`config.mk`:
```
export PLATFORM = sky130hd
export DESIGN_NAME = sccg_top
export DESIGN_NICKNAME = d
export VERILOG_FILES = /design/src/verilog/sccg_pkg.sv /design/src/verilog/sccg_phase_div.sv /design/src/verilog/sccg_top.sv
export VERILOG_INCLUDE_DIRS = /design/src /design/src/verilog
export SDC_FILE = /design/constraint.sdc
export NUM_CORES = 1
export LEC_CHECK = 0
export BUFFER_PORTS_ARGS = -buffer_cell sky130_fd_sc_hd__buf_4
export CAP_MARGIN = 20
export CORE_UTILIZATION = 49
export DETAILED_ROUTE_END_ITERATION = 10
export GPL_TIMING_DRIVEN = 0
export PLACE_DENSITY = 0.91
export SLEW_MARGIN = 0
export SYNTH_ARGS = -nofsm -noshare
export SYNTH_HDL_FRONTEND = slang
export SYNTH_HIERARCHICAL = 1
export SYNTH_SLANG_ARGS = --single-unit
export TNS_END_PERCENT = 5
```
`constraint.sdc`:
```
create_clock -name clk_i -period 2.2 [get_ports clk_i]
set_input_delay 0.44 -clock clk_i [delete_from_list [all_inputs] [get_ports clk_i]]
set_output_delay 0.44 -clock clk_i [all_outputs]
set_load 0.02 [all_outputs]
```
`src/verilog/sccg_regs.svh`:
```
// register offsets, field layout, reset values of the card clock generator
// assumes byte offsets within the block's own address window
`ifndef SCCG_REGS_SVH
`define SCCG_REGS_SVH

`define SCCG_ADDR_W           8
`define SCCG_DATA_W           16
`define SCCG_DIV_OFFSET       8'h40
`define SCCG_CTRL_OFFSET      8'h44
`define SCCG_DIV_W            5
`define SCCG_DIV_RESET        5'h00
`define SCCG_CTRL_EN_BIT      0
`define SCCG_CTRL_RESET       1'h0

`endif

```
`src/verilog/sccg_pkg.sv`:
```
// types shared by the card clock generator files
// assumes nothing beyond a SystemVerilog compiler
package sccg_pkg;

  typedef enum logic [1:0] {
    SCCG_IDLE = 2'h1,
    SCCG_RUN  = 2'h2
  } sccg_state_t;

endpackage

```
`src/verilog/sccg_phase_div.sv`:
```
// phase divider: toggles the card clock every half_div source cycles
// assumes half_div_i is nonzero while enable_i is high
`timescale 1ns/1ps
`include "sccg_regs.svh"

module sccg_phase_div #(
  parameter int DIV_W = `SCCG_DIV_W
) (
  // clock and reset
  input  wire logic             clk_i,
  input  wire logic             reset_i,
  // control
  input  wire logic             enable_i,
  input  wire logic [DIV_W-1:0] half_div_i,
  // output
  output logic                  card_clk_o
);

  sccg_pkg::sccg_state_t state;
  sccg_pkg::sccg_state_t next_state;
  logic [DIV_W-1:0]      count;
  logic [DIV_W-1:0]      next_count;
  logic [DIV_W-1:0]      phase_len;
  logic [DIV_W-1:0]      next_phase_len;
  logic                  next_card_clk;

  always_comb begin
    next_state     = state;
    next_count     = count;
    next_phase_len = phase_len;
    next_card_clk  = card_clk_o;
    case (state)
      sccg_pkg::SCCG_IDLE: begin
        // disabled: output low, counter held in reset [RQ6]
        next_count    = '0;
        next_card_clk = 1'b0;
        if (enable_i) begin
          next_state     = sccg_pkg::SCCG_RUN; // [RQ7]
          next_phase_len = half_div_i;
        end
      end
      sccg_pkg::SCCG_RUN: begin
        if (!enable_i) begin
          next_state    = sccg_pkg::SCCG_IDLE; // [RQ6]
          next_count    = '0;
          next_card_clk = 1'b0;
        end else if (count + 1'b1 >= phase_len) begin
          // phase boundary: toggle and only now take the new divider [RQ2] [RQ4] [RQ12]
          // the length is latched per phase, so a phase never mixes settings [RQ5] [RQ13]
          next_count     = '0;
          next_card_clk  = ~card_clk_o;
          next_phase_len = half_div_i;
        end else begin
          next_count = count + 1'b1;
        end
      end
      default: begin
        next_state    = sccg_pkg::SCCG_IDLE;
        next_count    = '0;
        next_card_clk = 1'b0;
      end
    endcase
  end

  // sourced from the peripheral bus clock only, no baud rate input [RQ1]
  always_ff @(posedge clk_i or posedge reset_i) begin
    if (reset_i) begin
      state      <= sccg_pkg::SCCG_IDLE; // [RQ8]
      count      <= '0;
      phase_len  <= '0;
      card_clk_o <= 1'b0;
    end else begin
      state      <= next_state;
      count      <= next_count;
      phase_len  <= next_phase_len;
      card_clk_o <= next_card_clk;
    end
  end

endmodule

```
`src/verilog/sccg_top.sv`:
```
// What this block does
// RQ1 - card clock comes only from the peripheral bus clock, not the baud rate
// RQ2 - output divides the source clock by twice the 5-bit divider field
// RQ3 - software never writes a zero divider value
// RQ4 - divider one gives half, divider two a quarter of source frequency
// RQ5 - divider changes never make a phase shorter than old or new setting
// RQ6 - enable low stops the clock, output low, divider counter reset
// RQ7 - enable high runs the generator at the programmed divider
// RQ8 - reset clears both registers, generator disabled, output low
// RQ9 - software writes zero to unused upper register bits
// RQ10 - divider register read/write at 0x40, control register at 0x44
// RQ11 - generator output routable to the card clock pin in alternate mode
// RQ12 - every high and low phase lasts exactly the divider value in cycles
// RQ13 - a new divider value takes effect only at the end of a phase
//
// top of the card clock generator: register port plus phase divider
// assumes a single-cycle strobe master on clk_i, 200 MHz
`timescale 1ns/1ps
`include "sccg_regs.svh"

module sccg_top #(
  parameter int ADDR_W = `SCCG_ADDR_W,
  parameter int DATA_W = `SCCG_DATA_W,
  parameter int DIV_W  = `SCCG_DIV_W
) (
  // clock and reset
  input  wire logic              clk_i,
  input  wire logic              reset_i,
  // register port
  input  wire logic [ADDR_W-1:0] addr_i,
  input  wire logic [DATA_W-1:0] wdata_i,
  input  wire logic              write_i,
  input  wire logic              read_i,
  output logic      [DATA_W-1:0] rdata_o,
  // pin mux: high routes the generator to the card clock pin
  input  wire logic              alt_func_i,
  // card clock pin, open drain: enable low while driving low
  output logic                   card_clock_pin_o,
  output logic                   card_clock_pin_oe_n_o
);

  logic [DIV_W-1:0]  half_division_value;
  logic [DIV_W-1:0]  next_half_division_value;
  logic              clock_enable;
  logic              next_clock_enable;
  logic [DATA_W-1:0] next_rdata;
  logic              gen_clk;
  logic              next_pin;
  logic              next_pin_oe_n;

  function automatic logic [DATA_W-1:0] read_mux(input logic [ADDR_W-1:0] a,
                                                  input logic [DIV_W-1:0]  d,
                                                  input logic              e);
    logic [DATA_W-1:0] v;
    v = '0;
    // upper bits read as zero; unmapped offsets read zero [RQ9]
    if (a == `SCCG_DIV_OFFSET) begin
      v[DIV_W-1:0] = d; // [RQ10]
    end else if (a == `SCCG_CTRL_OFFSET) begin
      v[`SCCG_CTRL_EN_BIT] = e; // [RQ10]
    end
    return v;
  endfunction

  always_comb begin
    next_half_division_value = half_division_value;
    next_clock_enable        = clock_enable;
    next_rdata               = '0;
    if (write_i) begin
      // a zero divider is not guarded: software must not write it [RQ3]
      if (addr_i == `SCCG_DIV_OFFSET) begin
        next_half_division_value = wdata_i[DIV_W-1:0]; // [RQ10]
      end else if (addr_i == `SCCG_CTRL_OFFSET) begin
        next_clock_enable = wdata_i[`SCCG_CTRL_EN_BIT]; // [RQ10]
      end
    end
    if (read_i) begin
      next_rdata = read_mux(addr_i, half_division_value, clock_enable);
    end
  end

  always_ff @(posedge clk_i or posedge reset_i) begin
    if (reset_i) begin
      half_division_value <= `SCCG_DIV_RESET; // [RQ8]
      clock_enable        <= `SCCG_CTRL_RESET; // [RQ8]
      rdata_o             <= '0;
    end else begin
      half_division_value <= next_half_division_value;
      clock_enable        <= next_clock_enable;
      rdata_o             <= next_rdata;
    end
  end

  sccg_phase_div #(
    .DIV_W(DIV_W)
  ) u_div (
    .clk_i      (clk_i),
    .reset_i    (reset_i),
    .enable_i   (clock_enable),
    .half_div_i (half_division_value),
    .card_clk_o (gen_clk)
  );

  // pin stage costs one cycle of latency but keeps outputs registered
  always_comb begin
    next_pin      = 1'b1;
    next_pin_oe_n = 1'b1;
    if (alt_func_i) begin
      next_pin      = gen_clk; // [RQ11]
      next_pin_oe_n = gen_clk; // released high, pulled by the external resistor
    end
  end

  always_ff @(posedge clk_i or posedge reset_i) begin
    if (reset_i) begin
      card_clock_pin_o      <= 1'b0;
      card_clock_pin_oe_n_o <= 1'b1;
    end else begin
      card_clock_pin_o      <= next_pin;
      card_clock_pin_oe_n_o <= next_pin_oe_n;
    end
  end

endmodule

```
==> flow_results.xml, run 1 <==
<?xml version="1.0" encoding="UTF-8"?>
<metrics>
  <group name="sta">
    <metric name="hold-worst-slack" unit="ns">0.1284</metric>
    <metric name="finalWorstSetupSlack" unit="ns">0.02954</metric>
    <metric name="unrepaired_setup_endpoints_after_global_routing" unit="">yes</metric>
    <metric name="max_slew_margin" unit="%">64.85</metric>
    <metric name="totalNegativeSetupSlack" unit="ns">0</metric>
    <metric name="timing.clock.skew" unit="ns">0.008516</metric>
    <metric name="timing_hold_violations_final" unit="">0</metric>
    <metric name="period_needed" unit="ns">2.170</metric>
    <metric name="timing.final.setup_violations" unit="">0</metric>
    <metric name="layout_worst_path_cycle_share" unit="%">98.66</metric>
    <metric name="timing_worst_slew_pin_value" unit="ns">0.5267</metric>
    <metric name="max_freq" unit="MHz">460.7</metric>
    <metric name="slew_viol_final" unit="">0</metric>
  </group>
  <group name="die">
    <metric name="core" unit="µm²">2545</metric>
    <metric name="std_cell_rows" unit="">18</metric>
    <metric name="floorplan.die_area" unit="µm²">2956</metric>
    <metric name="top_level_ports" unit="">47</metric>
    <metric name="chipWidth" unit="µm">54.37</metric>
    <metric name="dieHeight" unit="µm">54.37</metric>
    <metric name="start_util" unit="%">52.80</metric>
  </group>
  <group name="hold_path">
    <metric name="holdCritPathClass" unit="">in2async</metric>
  </group>
  <group name="global_route">
    <metric name="grt_start_max_net_pins" unit="">16</metric>
    <metric name="initial_antenna_violation_count" unit="">0</metric>
    <metric name="first_global_vias" unit="">940</metric>
    <metric name="grt_pass1_wl" unit="mm">4.008</metric>
    <metric name="track_usage" unit="%">20.15</metric>
    <metric name="global_route_overflow" unit="">0</metric>
  </group>
  <group name="setup_path">
    <metric name="critPathMaxFanout" unit="">5</metric>
    <metric name="required" unit="ns">2.42</metric>
    <metric name="setup.worst_path.end_class" unit="">register</metric>
    <metric name="cp_data_arrival_time" unit="ns">2.39</metric>
    <metric name="setup.worst_path.start_class" unit="">register</metric>
    <metric name="crit_type" unit="">reg2reg</metric>
  </group>
  <group name="synthesis">
    <metric name="ys_seq_elements" unit="">26</metric>
    <metric name="post_synth_num_cell_types" unit="">36</metric>
    <metric name="synthesis.yosys.warnings" unit="">6</metric>
    <metric name="synth.yosys.seq_area_share" unit="%">48.60</metric>
    <metric name="synth_area_per_cell" unit="µm²">12.56</metric>
    <metric name="netlist_instances" unit="">107</metric>
    <metric name="mappedNetlistArea" unit="µm²">1344</metric>
    <metric name="yosysTopAreaCell" unit="">sky130_fd_sc_hd__dfrtp_1</metric>
    <metric name="synthDominantCellAreaShare" unit="%">44.69</metric>
    <metric name="synth.area.top_cells" unit="">sky130_fd_sc_hd__dfrtp_1 45%, sky130_fd_sc_hd__buf_4 6.1%, sky130_fd_sc_hd__ha_1 5.6%</metric>
  </group>
  <group name="clocking">
    <metric name="clock_input_transition_at_the_sequential_cells_of_the_worst_setup_and_hold_paths" unit="ns">0.15</metric>
    <metric name="clock_tree.buffer_depth" unit="">2</metric>
    <metric name="cts_sinks" unit="">26</metric>
    <metric name="cts_tree" unit="">done</metric>
    <metric name="clk_latency_worst_skew_pair" unit="ns">0.33</metric>
    <metric name="cts-root-buf" unit="">sky130_fd_sc_hd__clkbuf_4</metric>
    <metric name="cts_inserted_buffers" unit="">3</metric>
    <metric name="htreeDepth" unit="">1</metric>
  </group>
  <group name="power_and_ir_drop">
    <metric name="report.power.total" unit="µW">961.8</metric>
    <metric name="power.share.clock" unit="%">34.3</metric>
    <metric name="p_seq_share" unit="%">52.5</metric>
    <metric name="pwr_density_cell" unit="nW/µm²">573.7</metric>
    <metric name="leakagePower" unit="nW">0.8960</metric>
    <metric name="worst_vdd_rail_ir_drop" unit="mV">0.8392</metric>
    <metric name="p_sw_share" unit="%">23.01</metric>
    <metric name="pwr-share-comb" unit="%">13.2</metric>
    <metric name="net-switching-power" unit="µW">221.3</metric>
    <metric name="cellInternalPower" unit="µW">740.5</metric>
  </group>
  <group name="place">
    <metric name="place_ws" unit="ns">0.004850</metric>
    <metric name="detail_placement_hpwl" unit="mm">2.054</metric>
    <metric name="buffer_ports.inserted" unit="">24</metric>
    <metric name="routabilityCongestion" unit="">0.7480</metric>
  </group>
  <group name="cells_and_area">
    <metric name="fill_cells" unit="">209</metric>
    <metric name="seq_area" unit="µm²">653.1</metric>
    <metric name="areaGrowthSynthToFinish" unit="%">24.77</metric>
    <metric name="multi_input_comb_area" unit="µm²">633.1</metric>
    <metric name="final_core_util" unit="%">65.88</metric>
    <metric name="final_common_cell" unit="">sky130_fd_sc_hd__buf_4</metric>
    <metric name="most-common-layout-cells" unit="">36 x sky130_fd_sc_hd__buf_4, 24 x sky130_fd_sc_hd__dfrtp_1, 11 x sky130_fd_sc_hd__conb_1</metric>
    <metric name="final_layout_size_suffix_gt1_share" unit="%">43.15</metric>
    <metric name="layout_nets" unit="">182</metric>
    <metric name="insertedDiodeCount" unit="">0</metric>
  </group>
  <group name="outcome">
    <metric name="outcome" unit="">complete, no violations</metric>
  </group>
  <group name="job">
    <metric name="maxCapViolCount" unit="">0</metric>
  </group>
  <group name="drt">
    <metric name="avgRoutedWirePerCell" unit="µm">14.52</metric>
    <metric name="drtAntennaViolNets" unit="">0</metric>
    <metric name="first_pass_iteration_count_of_the_detailed_router" unit="">4</metric>
    <metric name="avgViaCountPerCell" unit="">5.063</metric>
    <metric name="detailedRoute.firstIterationViolations" unit="">8</metric>
    <metric name="route.detailed.drc" unit="">0</metric>
    <metric name="route.final.wire_length" unit="mm">2.556</metric>
    <metric name="dr_total_vias" unit="">891</metric>
  </group>
</metrics>
layer usage:
layer | global-route usage [%] | part of all wire, % | vias to the layer above
met5 | 0 | 0 | -
met4 | 1.282 | 0 | 0
met3 | 5.833 | 4.6 | 0
met2 | 41.87 | 60 | 27
li1 | - | - | 428
met1 | 19.89 | 36 | 436
cell type report:
type | count | share of cell area (%)
clock inverter | 1 | 1.791
inverter | 8 | 1.791
buffer | 11 | 4.925
timing repair buffer | 25 | 11.19
clock buffer | 3 | 1.343
multi-input combinational | 72 | 37.76
tap | 30 | 2.239
sequential | 26 | 38.96
power by group through the flow:
stage	Clock [mW]	Combinational (mW)	Sequential, mW
6_report	0.330	0.127	0.505
5_1_grt	0.359	0.139	0.507
4_1_cts	0.337	0.126	0.505
3_5_place_dp	0	0.125	0.514
3_3_place_gp	0	0.119	0.512
2_1_floorplan	0	0.0819	0.512
logic make-up (layout without fill, tap and decap cells):
family,after synthesis,count (layout),synth area share (%)
AOI/OAI and AO/OA,8,8,6.797
xor gates and xnor gates,3,3,1.956
other,1,11,0.2791
and+or+nand+nor,32,32,17.04
adders and majority gates,6,6,5.586
buffers and inverters,19,48,8.380
DFF,26,26,48.60
muxes,12,12,11.36
state kept, by name, summed over array words and instances, names as in the netlist:
| register | count |
|---|---|
| card_clock_pin_o | 1 |
| card_clock_pin_oe_n_o | 1 |
| clock_enable | 1 |
| half_division_value | 5 |
| rdata_o | 5 |
| u_div/card_clk_o | 1 |
| u_div/count | 5 |
| u_div/phase_len | 5 |
| u_div/state | 2 |
stage by stage:
step | std cells | cell area [µm²]
after detailed placement | 171 | 1599
after floorplan | 117 | 1381
after global placement | 171 | 1599
final | 176 | 1677
after CTS | 176 | 1659
after global routing | 176 | 1677
timing repair:
| action | CTS | global route |
|---|---|---|
| gates resized for setup | 0 | 3 |
| pin swaps | 0 | 1 |
| setup endpoints to repair | 5 | 10 |
| hold buffers | 0 | 0 |
| setup buffers | 1 | 0 |
synthesized netlist by cell type, drive strengths merged:
| cell | number |
|---|---|
| a31oi | 1 |
| nor4b | 2 |
| xnor2 | 2 |
| mux2 | 11 |
| nor2b | 3 |
| a21o | 1 |
| conb | 1 |
| nor2 | 2 |
| nand3 | 2 |
| o2bb2ai | 1 |
| nand4b | 1 |
| ha | 6 |
| inv | 8 |
| nand4 | 2 |
| and4 | 1 |
| buf | 11 |
| o21ai | 1 |
| and2 | 4 |
| o211ai | 1 |
| o2111ai | 1 |
| or4b | 3 |
| nor3 | 3 |
| nand2b | 4 |
| mux2i | 1 |
| xor2 | 1 |
| dfrtp | 24 |
| nand2 | 4 |
| dfstp | 2 |
| a21oi | 2 |
| and2b | 1 |
worst max-delay path, cell delays in order (launching register included):
cell	delay [ns]
sky130_fd_sc_hd__dfrtp_1	0.41
sky130_fd_sc_hd__ha_1	0.23
sky130_fd_sc_hd__nand3_1	0.12
sky130_fd_sc_hd__xnor2_1	0.16
sky130_fd_sc_hd__ha_1	0.33
sky130_fd_sc_hd__a21oi_4	0.23
sky130_fd_sc_hd__o21ai_2	0.09
sky130_fd_sc_hd__o2bb2ai_4	0.17
sky130_fd_sc_hd__mux2_4	0.32
path summary, 6_finish.rpt:
kind / start / endpoint / slack, ns / cells after the start
max: u_div/count[0]$_DFF_PP0_ / u_div/phase_len[2]$_DFFE_PP0P_ / 0.03 / 8
min: reset_i / half_division_value[4]$_DFFE_PP0P_ / 0.13 / 2
min reg2reg: u_div/phase_len[4]$_DFFE_PP0P_ / u_div/phase_len[4]$_DFFE_PP0P_ / 0.53 / 1
max reg2reg: u_div/count[0]$_DFF_PP0_ / u_div/phase_len[2]$_DFFE_PP0P_ / 0.03 / 8
min in group clk_i: alt_func_i / card_clock_pin_oe_n_o$_DFF_PP1_ / 0.24 / 2
max in group asynchronous: reset_i / u_div/state[0]$_DFFE_PP1P_ / 1.70 / 2
Note: power is estimated with default switching activity, not from simulation.
==> inputs of run 2 (changes only) <==
--- a/config.mk
+++ b/config.mk
@@ -8,10 +8,10 @@
 export LEC_CHECK = 0
 export BUFFER_PORTS_ARGS = -buffer_cell sky130_fd_sc_hd__buf_4
 export CAP_MARGIN = 20
-export CORE_UTILIZATION = 49
+export CORE_UTILIZATION = 53
 export DETAILED_ROUTE_END_ITERATION = 10
 export GPL_TIMING_DRIVEN = 0
-export PLACE_DENSITY = 0.91
+export PLACE_DENSITY = 0.95
 export SLEW_MARGIN = 0
 export SYNTH_ARGS = -nofsm -noshare
 export SYNTH_HDL_FRONTEND = slang
==> constraint.sdc (replaced) <==
create_clock -name clk_i -period 2.7 [get_ports clk_i]
set_input_delay 0.54 -clock clk_i [delete_from_list [all_inputs] [get_ports clk_i]]
set_output_delay 0.54 -clock clk_i [all_outputs]
set_load 0.02 [all_outputs]
==> flow_results.xml, run 2 (same netlist as run 1, synthesis figures left out) <==
<?xml version="1.0" encoding="UTF-8"?>
<metrics>
  <group name="power_and_ir_drop">
    <metric name="power.share.clock" unit="%">34.4</metric>
    <metric name="leakagePower" unit="nW">0.8873</metric>
    <metric name="p_sw_share" unit="%">23.06</metric>
    <metric name="net-switching-power" unit="µW">180.7</metric>
    <metric name="p_seq_share" unit="%">52.6</metric>
    <metric name="worst_vdd_rail_ir_drop" unit="mV">0.4482</metric>
    <metric name="pwr-share-comb" unit="%">13.1</metric>
    <metric name="report.power.total" unit="µW">783.9</metric>
    <metric name="cellInternalPower" unit="µW">603.2</metric>
    <metric name="pwr_density_cell" unit="nW/µm²">475.4</metric>
  </group>
  <group name="global_route">
    <metric name="grt_pass1_wl" unit="mm">4.050</metric>
    <metric name="global_route_overflow" unit="">0</metric>
    <metric name="initial_antenna_violation_count" unit="">0</metric>
    <metric name="first_global_vias" unit="">890</metric>
    <metric name="grt_start_max_net_pins" unit="">16</metric>
    <metric name="track_usage" unit="%">21.37</metric>
  </group>
  <group name="clocking">
    <metric name="clock_input_transition_at_the_sequential_cells_of_the_worst_setup_and_hold_paths" unit="ns">0.14</metric>
    <metric name="cts_sinks" unit="">26</metric>
    <metric name="cts-resized-gates" unit="">0</metric>
    <metric name="clk_latency_worst_skew_pair" unit="ns">0.33</metric>
    <metric name="post-cts-setup-buffers" unit="">0</metric>
    <metric name="htreeDepth" unit="">1</metric>
    <metric name="hold_fix_buffer_count_after_cts" unit="">0</metric>
    <metric name="cts_tree" unit="">done</metric>
    <metric name="clock_tree.buffer_depth" unit="">2</metric>
    <metric name="cts_inserted_buffers" unit="">3</metric>
    <metric name="cts-root-buf" unit="">sky130_fd_sc_hd__clkbuf_4</metric>
  </group>
  <group name="die">
    <metric name="std_cell_rows" unit="">17</metric>
    <metric name="chipWidth" unit="µm">52.36</metric>
    <metric name="dieHeight" unit="µm">52.36</metric>
    <metric name="core" unit="µm²">2297</metric>
    <metric name="floorplan.die_area" unit="µm²">2741</metric>
    <metric name="top_level_ports" unit="">47</metric>
    <metric name="start_util" unit="%">58.50</metric>
  </group>
  <group name="cells_and_area">
    <metric name="areaGrowthSynthToFinish" unit="%">22.72</metric>
    <metric name="fill_cells" unit="">151</metric>
    <metric name="layoutNonFillerInstCount" unit="">173</metric>
    <metric name="final_common_cell" unit="">sky130_fd_sc_hd__buf_4</metric>
    <metric name="final_layout_size_suffix_gt1_share" unit="%">41.38</metric>
    <metric name="most-common-layout-cells" unit="">35 x sky130_fd_sc_hd__buf_4, 24 x sky130_fd_sc_hd__dfrtp_1, 11 x sky130_fd_sc_hd__conb_1</metric>
    <metric name="layout_nets" unit="">181</metric>
    <metric name="insertedDiodeCount" unit="">0</metric>
  </group>
  <group name="drt">
    <metric name="avgViaCountPerCell" unit="">5.150</metric>
    <metric name="detailedRoute.firstIterationViolations" unit="">13</metric>
    <metric name="avgRoutedWirePerCell" unit="µm">14.55</metric>
    <metric name="route.detailed.drc" unit="">0</metric>
    <metric name="drtAntennaViolNets" unit="">0</metric>
    <metric name="route.final.wire_length" unit="mm">2.518</metric>
    <metric name="first_pass_iteration_count_of_the_detailed_router" unit="">4</metric>
    <metric name="dr_total_vias" unit="">891</metric>
  </group>
  <group name="hold_path">
    <metric name="holdCritPathClass" unit="">in2async</metric>
  </group>
  <group name="sta">
    <metric name="timing.clock.skew" unit="ns">0.004096</metric>
    <metric name="timing.final.setup_violations" unit="">0</metric>
    <metric name="max_freq" unit="MHz">445.5</metric>
    <metric name="timing_hold_violations_final" unit="">0</metric>
    <metric name="totalNegativeSetupSlack" unit="ns">0</metric>
    <metric name="layout_worst_path_cycle_share" unit="%">83.13</metric>
    <metric name="finalWorstSetupSlack" unit="ns">0.4555</metric>
    <metric name="unrepaired_setup_endpoints_after_global_routing" unit="">no</metric>
    <metric name="slew_viol_final" unit="">0</metric>
    <metric name="period_needed" unit="ns">2.245</metric>
  </group>
  <group name="setup_path">
    <metric name="required" unit="ns">2.93</metric>
    <metric name="setup.worst_path.start_class" unit="">register</metric>
    <metric name="timing.reg2reg.worst_path_depth" unit="">8</metric>
    <metric name="crit_type" unit="">reg2reg</metric>
    <metric name="setup.worst_path.end_class" unit="">register</metric>
    <metric name="cp_data_arrival_time" unit="ns">2.48</metric>
    <metric name="critPathMaxFanout" unit="">5</metric>
  </group>
  <group name="place">
    <metric name="buffer_ports.inserted" unit="">24</metric>
    <metric name="routabilityCongestion" unit="">0.7712</metric>
    <metric name="place_ws" unit="ns">0.5329</metric>
    <metric name="post-place-cells" unit="">169</metric>
    <metric name="detail_placement_hpwl" unit="mm">1.944</metric>
  </group>
  <group name="outcome">
    <metric name="outcome" unit="">complete, no violations</metric>
  </group>
  <group name="job">
    <metric name="maxCapViolCount" unit="">0</metric>
  </group>
</metrics>
## run 2: metal layers
layer | track usage, % | vias to the layer above | part of all wire, %
li1 | - | 425 | -
met1 | 23.22 | 435 | 38
met2 | 42.41 | 28 | 58
met3 | 2.899 | 3 | 2.9
met4 | 5.263 | 0 | 1.1
met5 | 0 | - | 0
## run 2: power groups by stage
stage	sequential [mW]	combinational [mW]	clock (mW)
detailed placement	0.419	0.101	0
global route	0.414	0.110	0.281
floorplan	0.417	0.0667	0
finish	0.412	0.103	0.269
CTS	0.412	0.102	0.273
global placement	0.417	0.0956	0
## run 2: worst max-delay path, stage by stage, from the launching register on
cell	delay, ns
sky130_fd_sc_hd__dfrtp_1	0.43
sky130_fd_sc_hd__ha_1	0.20
sky130_fd_sc_hd__nand3_1	0.10
sky130_fd_sc_hd__xnor2_1	0.15
sky130_fd_sc_hd__ha_1	0.35
sky130_fd_sc_hd__a21oi_2	0.09
sky130_fd_sc_hd__o21ai_1	0.25
sky130_fd_sc_hd__o2bb2ai_4	0.22
sky130_fd_sc_hd__mux2_4	0.34
## run 2: through the flow
| step | hold slack, ns | util, % | cell area (µm²) |
|---|---|---|---|
| 6_report | 0.2213 | 71.79 | 1649 |
| 5_1_grt | 0.2648 | 71.79 | 1649 |
| 3_5_place_dp | 0.5006 | 69.50 | 1597 |
| 2_1_floorplan | 0.4162 | - | 1381 |
| 3_3_place_gp | 0.4855 | 69.50 | 1597 |
| 4_1_cts | 0.2283 | 71.79 | 1649 |
## run 2: final timing paths
check	endpoint	slack, ns	from
max	u_div/phase_len[0]$_DFFE_PP0P_	0.46	u_div/count[0]$_DFF_PP0_
min	rdata_o[1]$_DFF_PP0_	0.22	reset_i
max reg2reg	u_div/phase_len[0]$_DFFE_PP0P_	0.46	u_div/count[0]$_DFF_PP0_
min reg2reg	u_div/count[0]$_DFF_PP0_	0.52	u_div/count[0]$_DFF_PP0_
max in group asynchronous	u_div/state[0]$_DFFE_PP1P_	2.12	reset_i
min in group clk_i	card_clock_pin_oe_n_o$_DFF_PP1_	0.35	alt_func_i
## run 2: area by class of cell
cell class	count	area (µm²)	area share, %
Sequential cell	26	653.1	39.61
Timing Repair Buffer	24	180.2	10.93
Clock inverter	1	30.03	1.821
Tap cell	28	35.03	2.124
Buffer	11	82.58	5.008
Multi-Input combinational cell	72	615.6	37.33
Inverter	8	30.03	1.821
Clock buffer	3	22.52	1.366
